<file path="config.mk">
export PLATFORM = sky130hd
export DESIGN_NAME = scs_serial_slave
export DESIGN_NICKNAME = d
export VERILOG_FILES = /design/src/scs_pkg.sv /design/src/scs_serial_slave.sv /design/src/scs_sync2.sv
export VERILOG_INCLUDE_DIRS = /design/src
export SDC_FILE = /design/constraint.sdc
export NUM_CORES = 1
export LEC_CHECK = 0
export BUFFER_PORTS_ARGS = -buffer_cell sky130_fd_sc_hd__buf_2
export CORE_MARGIN = 2
export CORE_UTILIZATION = 25
export CTS_CLUSTER_DIAMETER = 120
export DETAILED_ROUTE_END_ITERATION = 12
export SETUP_SLACK_MARGIN = 0.5
export SYNTH_ARGS = -nofsm -noshare
export SYNTH_HDL_FRONTEND = slang
export SYNTH_SLANG_ARGS = --single-unit
</file>
<file path="constraint.sdc">
create_clock -name ref_clk -period 2.5 [get_ports ref_clk]
set_input_delay 0.375 -clock ref_clk [delete_from_list [all_inputs] [get_ports ref_clk]]
set_output_delay 0.375 -clock ref_clk [all_outputs]
set_load 0.01 [all_outputs]
</file>
<file path="src/scs_cfg.svh">
/*
  Constants of the serial command port: widths, counts and reset values.
  Assumes inclusion from the package and the design files by bare name.
*/
`ifndef SCS_CFG_SVH
`define SCS_CFG_SVH

`define SCS_BYTE_W 8
`define SCS_CNT_W 3
`define SCS_CNT_ZERO 3'h0
`define SCS_CNT_ONE 3'h1
`define SCS_CNT_LAST 3'h7
`define SCS_MSB 7
`define SCS_BYTE_ZERO 8'h00
`define SCS_MODE_RST 1'b1
`define SCS_CS_SYNC_RST 1'b0
`define SCS_SCK_SYNC_RST 1'b0
`define SCS_SI_SYNC_RST 1'b0
`define SCS_WARM_W 2
`define SCS_WARM_ONE 2'h1
`define SCS_WARM_DONE 2'h3

`endif

</file>
<file path="src/scs_pkg.sv">
/*
  Types of the serial command port.
  Assumes scs_cfg.svh is on the include path.
*/
`include "scs_cfg.svh"

package scs_pkg;

  typedef logic [`SCS_BYTE_W-1:0] scs_byte_t;
  typedef logic [`SCS_CNT_W-1:0] scs_cnt_t;
  typedef logic [`SCS_WARM_W-1:0] scs_warm_t;

  typedef struct packed {
    logic cs_d;
    logic sck_d;
    logic mode_hi;
    scs_cnt_t bit_cnt;
    scs_byte_t in_sr;
    scs_byte_t out_sr;
    scs_cnt_t out_cnt;
    scs_byte_t first;
    logic have_first;
    scs_byte_t cmd_data;
    logic cmd_valid;
    logic err;
    logic so;
    logic so_oe;
    scs_warm_t warm;
  } scs_state_t;

endpackage : scs_pkg

</file>
<file path="src/scs_serial_slave.sv">
/*
  Clock-synchronous serial command port of a speech synthesis device.
  Assumes the host serial clock is far slower than ref_clk (pulse widths of
  62.5 ns or more against a 5 ns clock), so pins are oversampled.
*/
// Behaviour
// - With select low the host shifts command bits in MSB first, one per serial clock pulse, taken on the chosen capture edge.
// - A byte is complete and decoded on every eighth counted capture edge since selection.
// - While selected the status byte is shifted out on the serial output, paced by the serial clock.
// - At each falling edge of select the serial clock level is sampled and fixes the edge choice for the frame.
// - Clock high at select fall means capture on rising edges and drive output on falling edges.
// - Clock low at select fall means capture on falling edges and drive output on rising edges.
// - With select held low and no falling edge seen, capture defaults to rising and output to falling edges.
// - Select high clears bit count and partial byte and reloads the status byte; a held first duplicate copy is kept.
// - Select high puts the serial output in high impedance.
// - Every clock pulse while selected is counted, glitches too, with no resync except by deselection.
// - In duplicate mode each item is sent twice and accepted only when both copies match.
// - A duplicate mismatch sets the command error flag and discards the command.
`timescale 1ns/1ps
`include "scs_cfg.svh"

module scs_serial_slave (
  input wire logic ref_clk, // Device clock, 200 MHz
  input wire logic nrst, // Asynchronous reset, active low
  input wire logic port_select_n, // Select pin, active low
  input wire logic sck, // Host serial clock pin
  input wire logic si, // Serial data in pin
  output logic so, // Serial data out value
  output logic so_oe, // Serial out enable, high while driven
  input wire scs_pkg::scs_byte_t status_byte, // Status to shift out
  input wire logic dup_mode, // Duplicate-entry mode, set at power-up
  input wire logic error_clear, // Clears the command error flag
  output scs_pkg::scs_byte_t cmd_data, // Accepted command byte
  output logic cmd_valid, // One-cycle pulse with cmd_data
  output logic command_error_flag // Sticky duplicate mismatch flag
);
  import scs_pkg::*;

  // ----------------------------------------------------------------
  // Pin synchronisers
  // ----------------------------------------------------------------
  logic cs_s;
  logic sck_s;
  logic si_s;

  // Select resets low so a select tied low shows no falling edge
  scs_sync2 #(.RST_VAL(`SCS_CS_SYNC_RST)) u_sync_cs (
    .clk(ref_clk),
    .rst_n(nrst),
    .d(port_select_n),
    .q(cs_s)
  );
  scs_sync2 #(.RST_VAL(`SCS_SCK_SYNC_RST)) u_sync_sck (
    .clk(ref_clk),
    .rst_n(nrst),
    .d(sck),
    .q(sck_s)
  );
  scs_sync2 #(.RST_VAL(`SCS_SI_SYNC_RST)) u_sync_si (
    .clk(ref_clk),
    .rst_n(nrst),
    .d(si),
    .q(si_s)
  );

  // ----------------------------------------------------------------
  // Edge detection
  // ----------------------------------------------------------------
  scs_state_t st;
  scs_state_t next_st;
  logic sel;
  logic cs_fall;
  logic sck_rise;
  logic sck_fall;
  logic cap_edge;
  logic out_edge;
  logic byte_done;
  scs_byte_t new_byte;
  logic armed;

  // Pins count only once both stages and the edge detector hold real
  // samples; a reset value differing from the pin would look like an edge
  assign armed = (st.warm == `SCS_WARM_DONE);
  assign sel = ~cs_s & armed;
  assign cs_fall = armed & st.cs_d & ~cs_s;
  assign sck_rise = sck_s & ~st.sck_d;
  assign sck_fall = ~sck_s & st.sck_d;
  assign cap_edge = st.mode_hi ? sck_rise : sck_fall;
  assign out_edge = st.mode_hi ? sck_fall : sck_rise;
  assign byte_done = sel & ~cs_fall & cap_edge & (st.bit_cnt == `SCS_CNT_LAST);
  assign new_byte = {st.in_sr[`SCS_MSB-1:0], si_s};

  // ----------------------------------------------------------------
  // Next state
  // ----------------------------------------------------------------
  always_comb begin
    next_st = st;
    next_st.cs_d = cs_s;
    next_st.sck_d = sck_s;
    next_st.cmd_valid = 1'b0;
    next_st.so_oe = sel;
    if (!armed) begin
      next_st.warm = st.warm + `SCS_WARM_ONE;
    end
    if (cs_fall) begin
      next_st.mode_hi = sck_s;
    end
    if (!sel) begin
      next_st.bit_cnt = `SCS_CNT_ZERO;
      next_st.in_sr = `SCS_BYTE_ZERO;
      next_st.out_cnt = `SCS_CNT_ZERO;
      next_st.out_sr = status_byte;
      next_st.so = status_byte[`SCS_MSB];
    end else if (!cs_fall) begin
      if (cap_edge) begin
        next_st.bit_cnt = st.bit_cnt + `SCS_CNT_ONE;
        next_st.in_sr = new_byte;
      end
      if (out_edge) begin
        next_st.out_cnt = st.out_cnt + `SCS_CNT_ONE;
        if (st.out_cnt == `SCS_CNT_LAST) begin
          next_st.out_sr = status_byte;
          next_st.so = status_byte[`SCS_MSB];
        end else begin
          next_st.out_sr = {st.out_sr[`SCS_MSB-1:0], 1'b0};
          next_st.so = st.out_sr[`SCS_MSB-1];
        end
      end
    end
    // Decode of a complete byte, with the optional duplicate check
    if (byte_done) begin
      if (!dup_mode) begin
        next_st.cmd_data = new_byte;
        next_st.cmd_valid = 1'b1;
        next_st.have_first = 1'b0;
      end else if (!st.have_first) begin
        next_st.first = new_byte;
        next_st.have_first = 1'b1;
      end else begin
        next_st.have_first = 1'b0;
        if (new_byte == st.first) begin
          next_st.cmd_data = new_byte;
          next_st.cmd_valid = 1'b1;
        end
      end
    end
    // Set wins over a clear in the same cycle
    if (error_clear) begin
      next_st.err = 1'b0;
    end
    if (byte_done && dup_mode && st.have_first && (new_byte != st.first)) begin
      next_st.err = 1'b1;
    end
  end

  // ----------------------------------------------------------------
  // State register
  // ----------------------------------------------------------------
  always_ff @(posedge ref_clk or negedge nrst) begin
    if (!nrst) begin
      st <= '0;
      st.mode_hi <= `SCS_MODE_RST;
    end else begin
      st <= next_st;
    end
  end

  assign so = st.so;
  assign so_oe = st.so_oe;
  assign cmd_data = st.cmd_data;
  assign cmd_valid = st.cmd_valid;
  assign command_error_flag = st.err;

  // ----------------------------------------------------------------
  // Assertions
  // ----------------------------------------------------------------
  property p_byte_done;
    @(posedge ref_clk) disable iff (!nrst)
      (byte_done && !dup_mode) |=> (cmd_valid && cmd_data == $past(new_byte));
  endproperty
  a_byte_done: assert property (p_byte_done) else $error("byte not decoded");

  property p_out_shift;
    @(posedge ref_clk) disable iff (!nrst)
      (sel && !cs_fall && out_edge && st.out_cnt != `SCS_CNT_LAST)
        |=> (so == $past(st.out_sr[`SCS_MSB-1]));
  endproperty
  a_out_shift: assert property (p_out_shift) else $error("status bit not shifted");

  property p_mode_sample;
    @(posedge ref_clk) disable iff (!nrst)
      cs_fall |=> (st.mode_hi == $past(sck_s));
  endproperty
  a_mode_sample: assert property (p_mode_sample) else $error("edge mode not sampled");

  property p_cap_rise;
    @(posedge ref_clk) disable iff (!nrst)
      (sel && !cs_fall && st.mode_hi && sck_rise)
        |=> (st.bit_cnt == $past(st.bit_cnt) + `SCS_CNT_ONE);
  endproperty
  a_cap_rise: assert property (p_cap_rise) else $error("rising capture missed");

  property p_cap_fall;
    @(posedge ref_clk) disable iff (!nrst)
      (sel && !cs_fall && !st.mode_hi && sck_fall)
        |=> (st.bit_cnt == $past(st.bit_cnt) + `SCS_CNT_ONE);
  endproperty
  a_cap_fall: assert property (p_cap_fall) else $error("falling capture missed");

  property p_mode_hold;
    @(posedge ref_clk) disable iff (!nrst)
      !cs_fall |=> $stable(st.mode_hi);
  endproperty
  a_mode_hold: assert property (p_mode_hold) else $error("edge mode changed mid frame");

  property p_desel_clear;
    @(posedge ref_clk) disable iff (!nrst)
      !sel |=> (st.bit_cnt == `SCS_CNT_ZERO && st.in_sr == `SCS_BYTE_ZERO);
  endproperty
  a_desel_clear: assert property (p_desel_clear) else $error("deselect did not clear");

  property p_hiz;
    @(posedge ref_clk) disable iff (!nrst)
      cs_s |=> !so_oe;
  endproperty
  a_hiz: assert property (p_hiz) else $error("output driven while deselected");

  property p_no_count;
    @(posedge ref_clk) disable iff (!nrst)
      (sel && !cap_edge) |=> $stable(st.bit_cnt);
  endproperty
  a_no_count: assert property (p_no_count) else $error("count moved without edge");

  property p_dup_err;
    @(posedge ref_clk) disable iff (!nrst)
      (byte_done && dup_mode && st.have_first && new_byte != st.first)
        |=> (command_error_flag && !cmd_valid);
  endproperty
  a_dup_err: assert property (p_dup_err) else $error("mismatch not flagged");

  property p_dup_first;
    @(posedge ref_clk) disable iff (!nrst)
      (byte_done && dup_mode && !st.have_first) |=> !cmd_valid;
  endproperty
  a_dup_first: assert property (p_dup_first) else $error("first copy accepted");

  property p_cap_data;
    @(posedge ref_clk) disable iff (!nrst)
      (sel && !cs_fall && cap_edge) |=> (st.in_sr == $past(new_byte));
  endproperty
  a_cap_data: assert property (p_cap_data) else $error("serial bit not captured");

  property p_cmd_pulse;
    @(posedge ref_clk) disable iff (!nrst)
      cmd_valid |=> !cmd_valid;
  endproperty
  a_cmd_pulse: assert property (p_cmd_pulse) else $error("command strobe too long");

  property p_sel_drive;
    @(posedge ref_clk) disable iff (!nrst)
      sel |=> so_oe;
  endproperty
  a_sel_drive: assert property (p_sel_drive) else $error("output not driven");

  property p_reload;
    @(posedge ref_clk) disable iff (!nrst)
      (sel && !cs_fall && out_edge && st.out_cnt == `SCS_CNT_LAST)
        |=> (so == $past(status_byte[`SCS_MSB]));
  endproperty
  a_reload: assert property (p_reload) else $error("status not reloaded");

  property p_idle_load;
    @(posedge ref_clk) disable iff (!nrst)
      !sel |=> (st.out_cnt == `SCS_CNT_ZERO && so == $past(status_byte[`SCS_MSB]));
  endproperty
  a_idle_load: assert property (p_idle_load) else $error("idle state not restored");

  property p_out_count;
    @(posedge ref_clk) disable iff (!nrst)
      (sel && !cs_fall && out_edge)
        |=> (st.out_cnt == $past(st.out_cnt) + `SCS_CNT_ONE);
  endproperty
  a_out_count: assert property (p_out_count) else $error("output edge not counted");

  property p_dup_pass;
    @(posedge ref_clk) disable iff (!nrst)
      (byte_done && dup_mode && st.have_first && new_byte == st.first)
        |=> (cmd_valid && cmd_data == $past(new_byte));
  endproperty
  a_dup_pass: assert property (p_dup_pass) else $error("matching pair not accepted");

  property p_err_hold;
    @(posedge ref_clk) disable iff (!nrst)
      (command_error_flag && !error_clear) |=> command_error_flag;
  endproperty
  a_err_hold: assert property (p_err_hold) else $error("error flag lost");

  property p_err_clear;
    @(posedge ref_clk) disable iff (!nrst)
      (error_clear && !byte_done) |=> !command_error_flag;
  endproperty
  a_err_clear: assert property (p_err_clear) else $error("error flag not cleared");

  property p_warm_quiet;
    @(posedge ref_clk) disable iff (!nrst)
      !armed |=> (!so_oe && st.bit_cnt == `SCS_CNT_ZERO);
  endproperty
  a_warm_quiet: assert property (p_warm_quiet) else $error("active before warm-up");

endmodule : scs_serial_slave

</file>
<file path="src/scs_sync2.sv">
/*
  Two flip-flop synchroniser for one level from outside the clock domain.
  Assumes the input is a plain level; only the second stage is used.
*/
`timescale 1ns/1ps

module scs_sync2 #(
  parameter logic RST_VAL = 1'b0
) (
  input wire logic clk, // Destination clock
  input wire logic rst_n, // Asynchronous reset, active low
  input wire logic d, // Asynchronous level
  output logic q // Synchronised level
);
  logic meta;

  always_ff @(posedge clk or negedge rst_n) begin
    if (!rst_n) begin
      meta <= RST_VAL;
      q <= RST_VAL;
    end else begin
      meta <= d;
      q <= meta;
    end
  end
endmodule : scs_sync2

</file>
==> insert_results.sql <==
INSERT INTO impl_metrics (metric_group, metric, value, unit) VALUES
('status', 'outcome', 'finished, final reports clean', ''),
('critical_path', 'required', '2.74', 'ns'),
('placed_design', 'placedInstanceArea', '2790', 'µm²'),
('sta', 'timing.final.hold_violations', '0', ''),
('critical_path', 'rr_startpoint', 'u_sync_sck.q', ''),
('clock_tree', 'clkSlewWorstSetupHoldPaths', '0.09', 'ns'),
('pwr', 'share_comb_of_total_power', '0.091', ''),
('floorplanning', 'dieWidth', '105', 'µm'),
('drt', 'first_pass_iters', '4', ''),
('floorplanning', 'initial_cell_density_of_the_core', '0.259', ''),
('pwr', 'vdd_ir_drop_max', '0.000232', 'V'),
('sta', 'finalCriticalPeriod', '1.91', 'ns'),
('clock_tree', 'clock_tree_from_tritoncts', 'built', ''),
('sta', 'grt_setup_unrepaired', 'no', ''),
('drt', 'antenna_left', '0', ''),
('global_routing', 'gr-usage-all-layers', '0.0917', ''),
('sta', 'final.setup_skew', '0.0181', 'ns'),
('pwr', 'switching_part_of_the_total', '0.222', ''),
('placed_design', 'hpwl', '3260', 'µm'),
('logic_synthesis', 'post-synth-top-area-fraction', '0.499', ''),
('sta', 'postLayoutSetupSlackWorst', '0.590', 'ns'),
('critical_path', 'worst_setup_path_start_kind', 'flip-flop', ''),
('logic_synthesis', 'syn_nets', '238', ''),
('critical_path', 'cp-endpoint', 'cmd_data[7]', ''),
('logic_synthesis', 'synth_seq_cells', '52', ''),
('logic_synthesis', 'avg_cell_area_syn', '11.7', 'µm²'),
('sta', 'setup_viol', '0', ''),
('drt', 'via_per_instance_ratio', '4.60', ''),
('clock_tree', 'clk_latency', '0.31', 'ns'),
('clock_tree', 'cts-root-to-sink-buffers', '2', ''),
('drt', 'drc_errors', '0', ''),
('drt', 'drt_first_iter_violations', '111', ''),
('pwr', 'share_clk_of_total_power', '0.373', ''),
('pwr', 'cellPowerDensity', '563', 'nW/µm²'),
('global_routing', 'grt-ovfl-total', '0', ''),
('critical_path', 'criticalPathCategory', 'flip-flop to flip-flop', ''),
('critical_path', 'worst_path_largest_cell_delay', '0.53', 'ns'),
('sta', 'worstMarginPinSlew', '0.653', 'ns'),
('final_layout', 'top_register', 'st', ''),
('sta', 'final-max-slew-violation-count', '0', ''),
('final_layout', 'most_frequent_standard_cell_in_the_layout_excluding_fill_and_tap_cells', 'dfrtp_1', ''),
('logic_synthesis', 'synth.top_cells.by_area', 'dfrtp_1, mux2_2, a22o_1, xnor2_1, a2111oi_0', ''),
('critical_path', 'crit-reg2reg-capture', 'cmd_data[7]', ''),
('sta', 'fin_crit_sh', '0.764', ''),
('logic_synthesis', 'post_synth_num_cell_types', '32', ''),
('placed_design', 'portBuffers', '26', ''),
('floorplanning', 'row_count', '36', ''),
('drt', 'routed_wirelength', '4950', 'µm'),
('pwr', 'cell_internal_pwr', '1.31', 'mW'),
('final_layout', 'flow.area_growth_from_synthesis', '17.3', '%'),
('clock_tree', 'h-tree-depth', '2', ''),
('floorplanning', 'fp.dieH', '105', 'µm'),
('critical_path', 'crit_fanout', '12', ''),
('run', 'count_of_maximum_capacitance_violations', '0', ''),
('logic_synthesis', 'syn-cell-area', '2560', 'µm²'),
('critical_path', 'crit_path_start', 'u_sync_sck.q', ''),
('clock_tree', 'cts_root_buffer_type', 'clkbuf_8', ''),
('critical_path', 'arrival_time_at_the_worst_endpoint', '2.15', 'ns'),
('pwr', 'seqPwrFrac', '0.536', ''),
('logic_synthesis', 'synthesis.yosys.warnings', '0', ''),
('global_routing', 'vias_in_the_first_global_route', '1688', ''),
('final_layout', 'antenna_cells_inserted', '0', ''),
('final_layout', 'final_layout_size_suffix_gt1_frac', '0.335', ''),
('logic_synthesis', 'synth.yosys.seq_area_share', '0.510', ''),
('global_routing', 'grt_antenna_before_repair', '0', ''),
('critical_path', 'r2r_cells', '4', ''),
('final_layout', 'final_cell_area', '3000', 'µm²'),
('pwr', 'net_load_switching_power', '375', 'µW'),
('drt', 'via_count', '1739', ''),
('drt', 'post_drt_wl_per_cell', '13.1', 'µm'),
('pwr', 'power.leakage', '1.21', 'nW');
==> cells in the mapped netlist <==
master	instances
a2111oi_0	8
a211oi_1	8
a21o_1	1
a21oi_1	2
a21oi_4	1
a22o_1	11
and2_1	8
buf_2	4
buf_4	8
clkbuf_1	8
dfrtp_1	51
dfstp_2	1
ha_1	5
inv_1	11
mux2_2	27
nand2_1	11
nand2b_1	1
nand3_1	8
nand3_4	1
nand3b_1	1
nand4_1	2
nand4bb_1	1
nor2_1	3
nor2b_1	4
nor3b_1	1
o211ai_1	9
o21a_1	1
o22ai_1	1
o31ai_1	1
or3b_1	2
or4_1	8
xnor2_1	9
==> area by class of cell <==
type	instances	area (µm²)	share of cell area
clock inverter	1	30.0	0.0100
clock buffer	7	96.3	0.0321
sequential	52	1300	0.434
multi-input combinational	136	1140	0.381
timing repair buffer	38	220	0.0734
tap	133	166	0.0555
inverter	11	41.3	0.0138
==> metal layers <==
| metal | wire [µm] | global-route usage | share of wire | up-vias |
|---|---|---|---|---|
| met1 | 2430 | 0.126 | 0.49 | 858 |
| met3 | 145 | 0.0162 | 0.029 | 7 |
| met4 | 96 | 0.0352 | 0.019 | 0 |
| met2 | 2270 | 0.143 | 0.46 | 31 |
| li1 | - | - | - | 843 |
| met5 | 0 | 0 | 0 | - |
==> worst min path at each step <==
stage | end | from | cells past startpoint
after floorplan | cmd_data[0] | nrst | 0
after global placement | u_sync_si.q | u_sync_si.meta | 0
after detailed placement | u_sync_si.q | u_sync_si.meta | 0
after CTS | u_sync_sck.meta | sck | 1
after global routing | u_sync_sck.meta | sck | 1
final | u_sync_sck.meta | sck | 1
==> power by group through the flow <==
stage / Combinational (mW) / Sequential, mW / Clock, mW
after floorplan: 0.0956 / 0.917 / 0
after global placement: 0.145 / 0.919 / 0
after detailed placement: 0.149 / 0.922 / 0
after CTS: 0.151 / 0.906 / 0.650
after global routing: 0.172 / 0.912 / 0.687
final: 0.153 / 0.905 / 0.629
==> critical path: cells and delay by family (launching register included) <==
kind | cells | cell delay, ns
AO/OA/AOI/OAI | 1 | 0.28
AND/OR/NAND/NOR | 3 | 1.12
flip-flops | 1 | 0.44
==> metrics by stage <==
step | std cells | hold slack (ns) | power, mW
after floorplan | 218 | 0.0794 | 1.01
after global placement | 363 | 0.333 | 1.06
after detailed placement | 363 | 0.336 | 1.07
after CTS | 372 | 0.165 | 1.71
after global routing | 378 | 0.158 | 1.77
final | 378 | 0.172 | 1.69
==> cells by family after synthesis <==
family,count (synthesis),share of synthesized area
and+or+nand+nor,51,0.120
xor gates and xnor gates,9,0.0308
DFF,52,0.510
buffers and inverters,31,0.0592
muxes,27,0.119
adders and majority gates,5,0.0245
AOI/OAI and AO/OA,43,0.137
==> timing repair <==
item | in CTS | in global routing
setup buffers | 1 | 5
hold buffers | 0 | 0
cloned | 0 | 1
pin swaps | 0 | 0
gates resized for setup | 4 | 3
endpoints found under the setup margin | 16 | 16
Note: power is estimated with default switching activity, not from simulation.
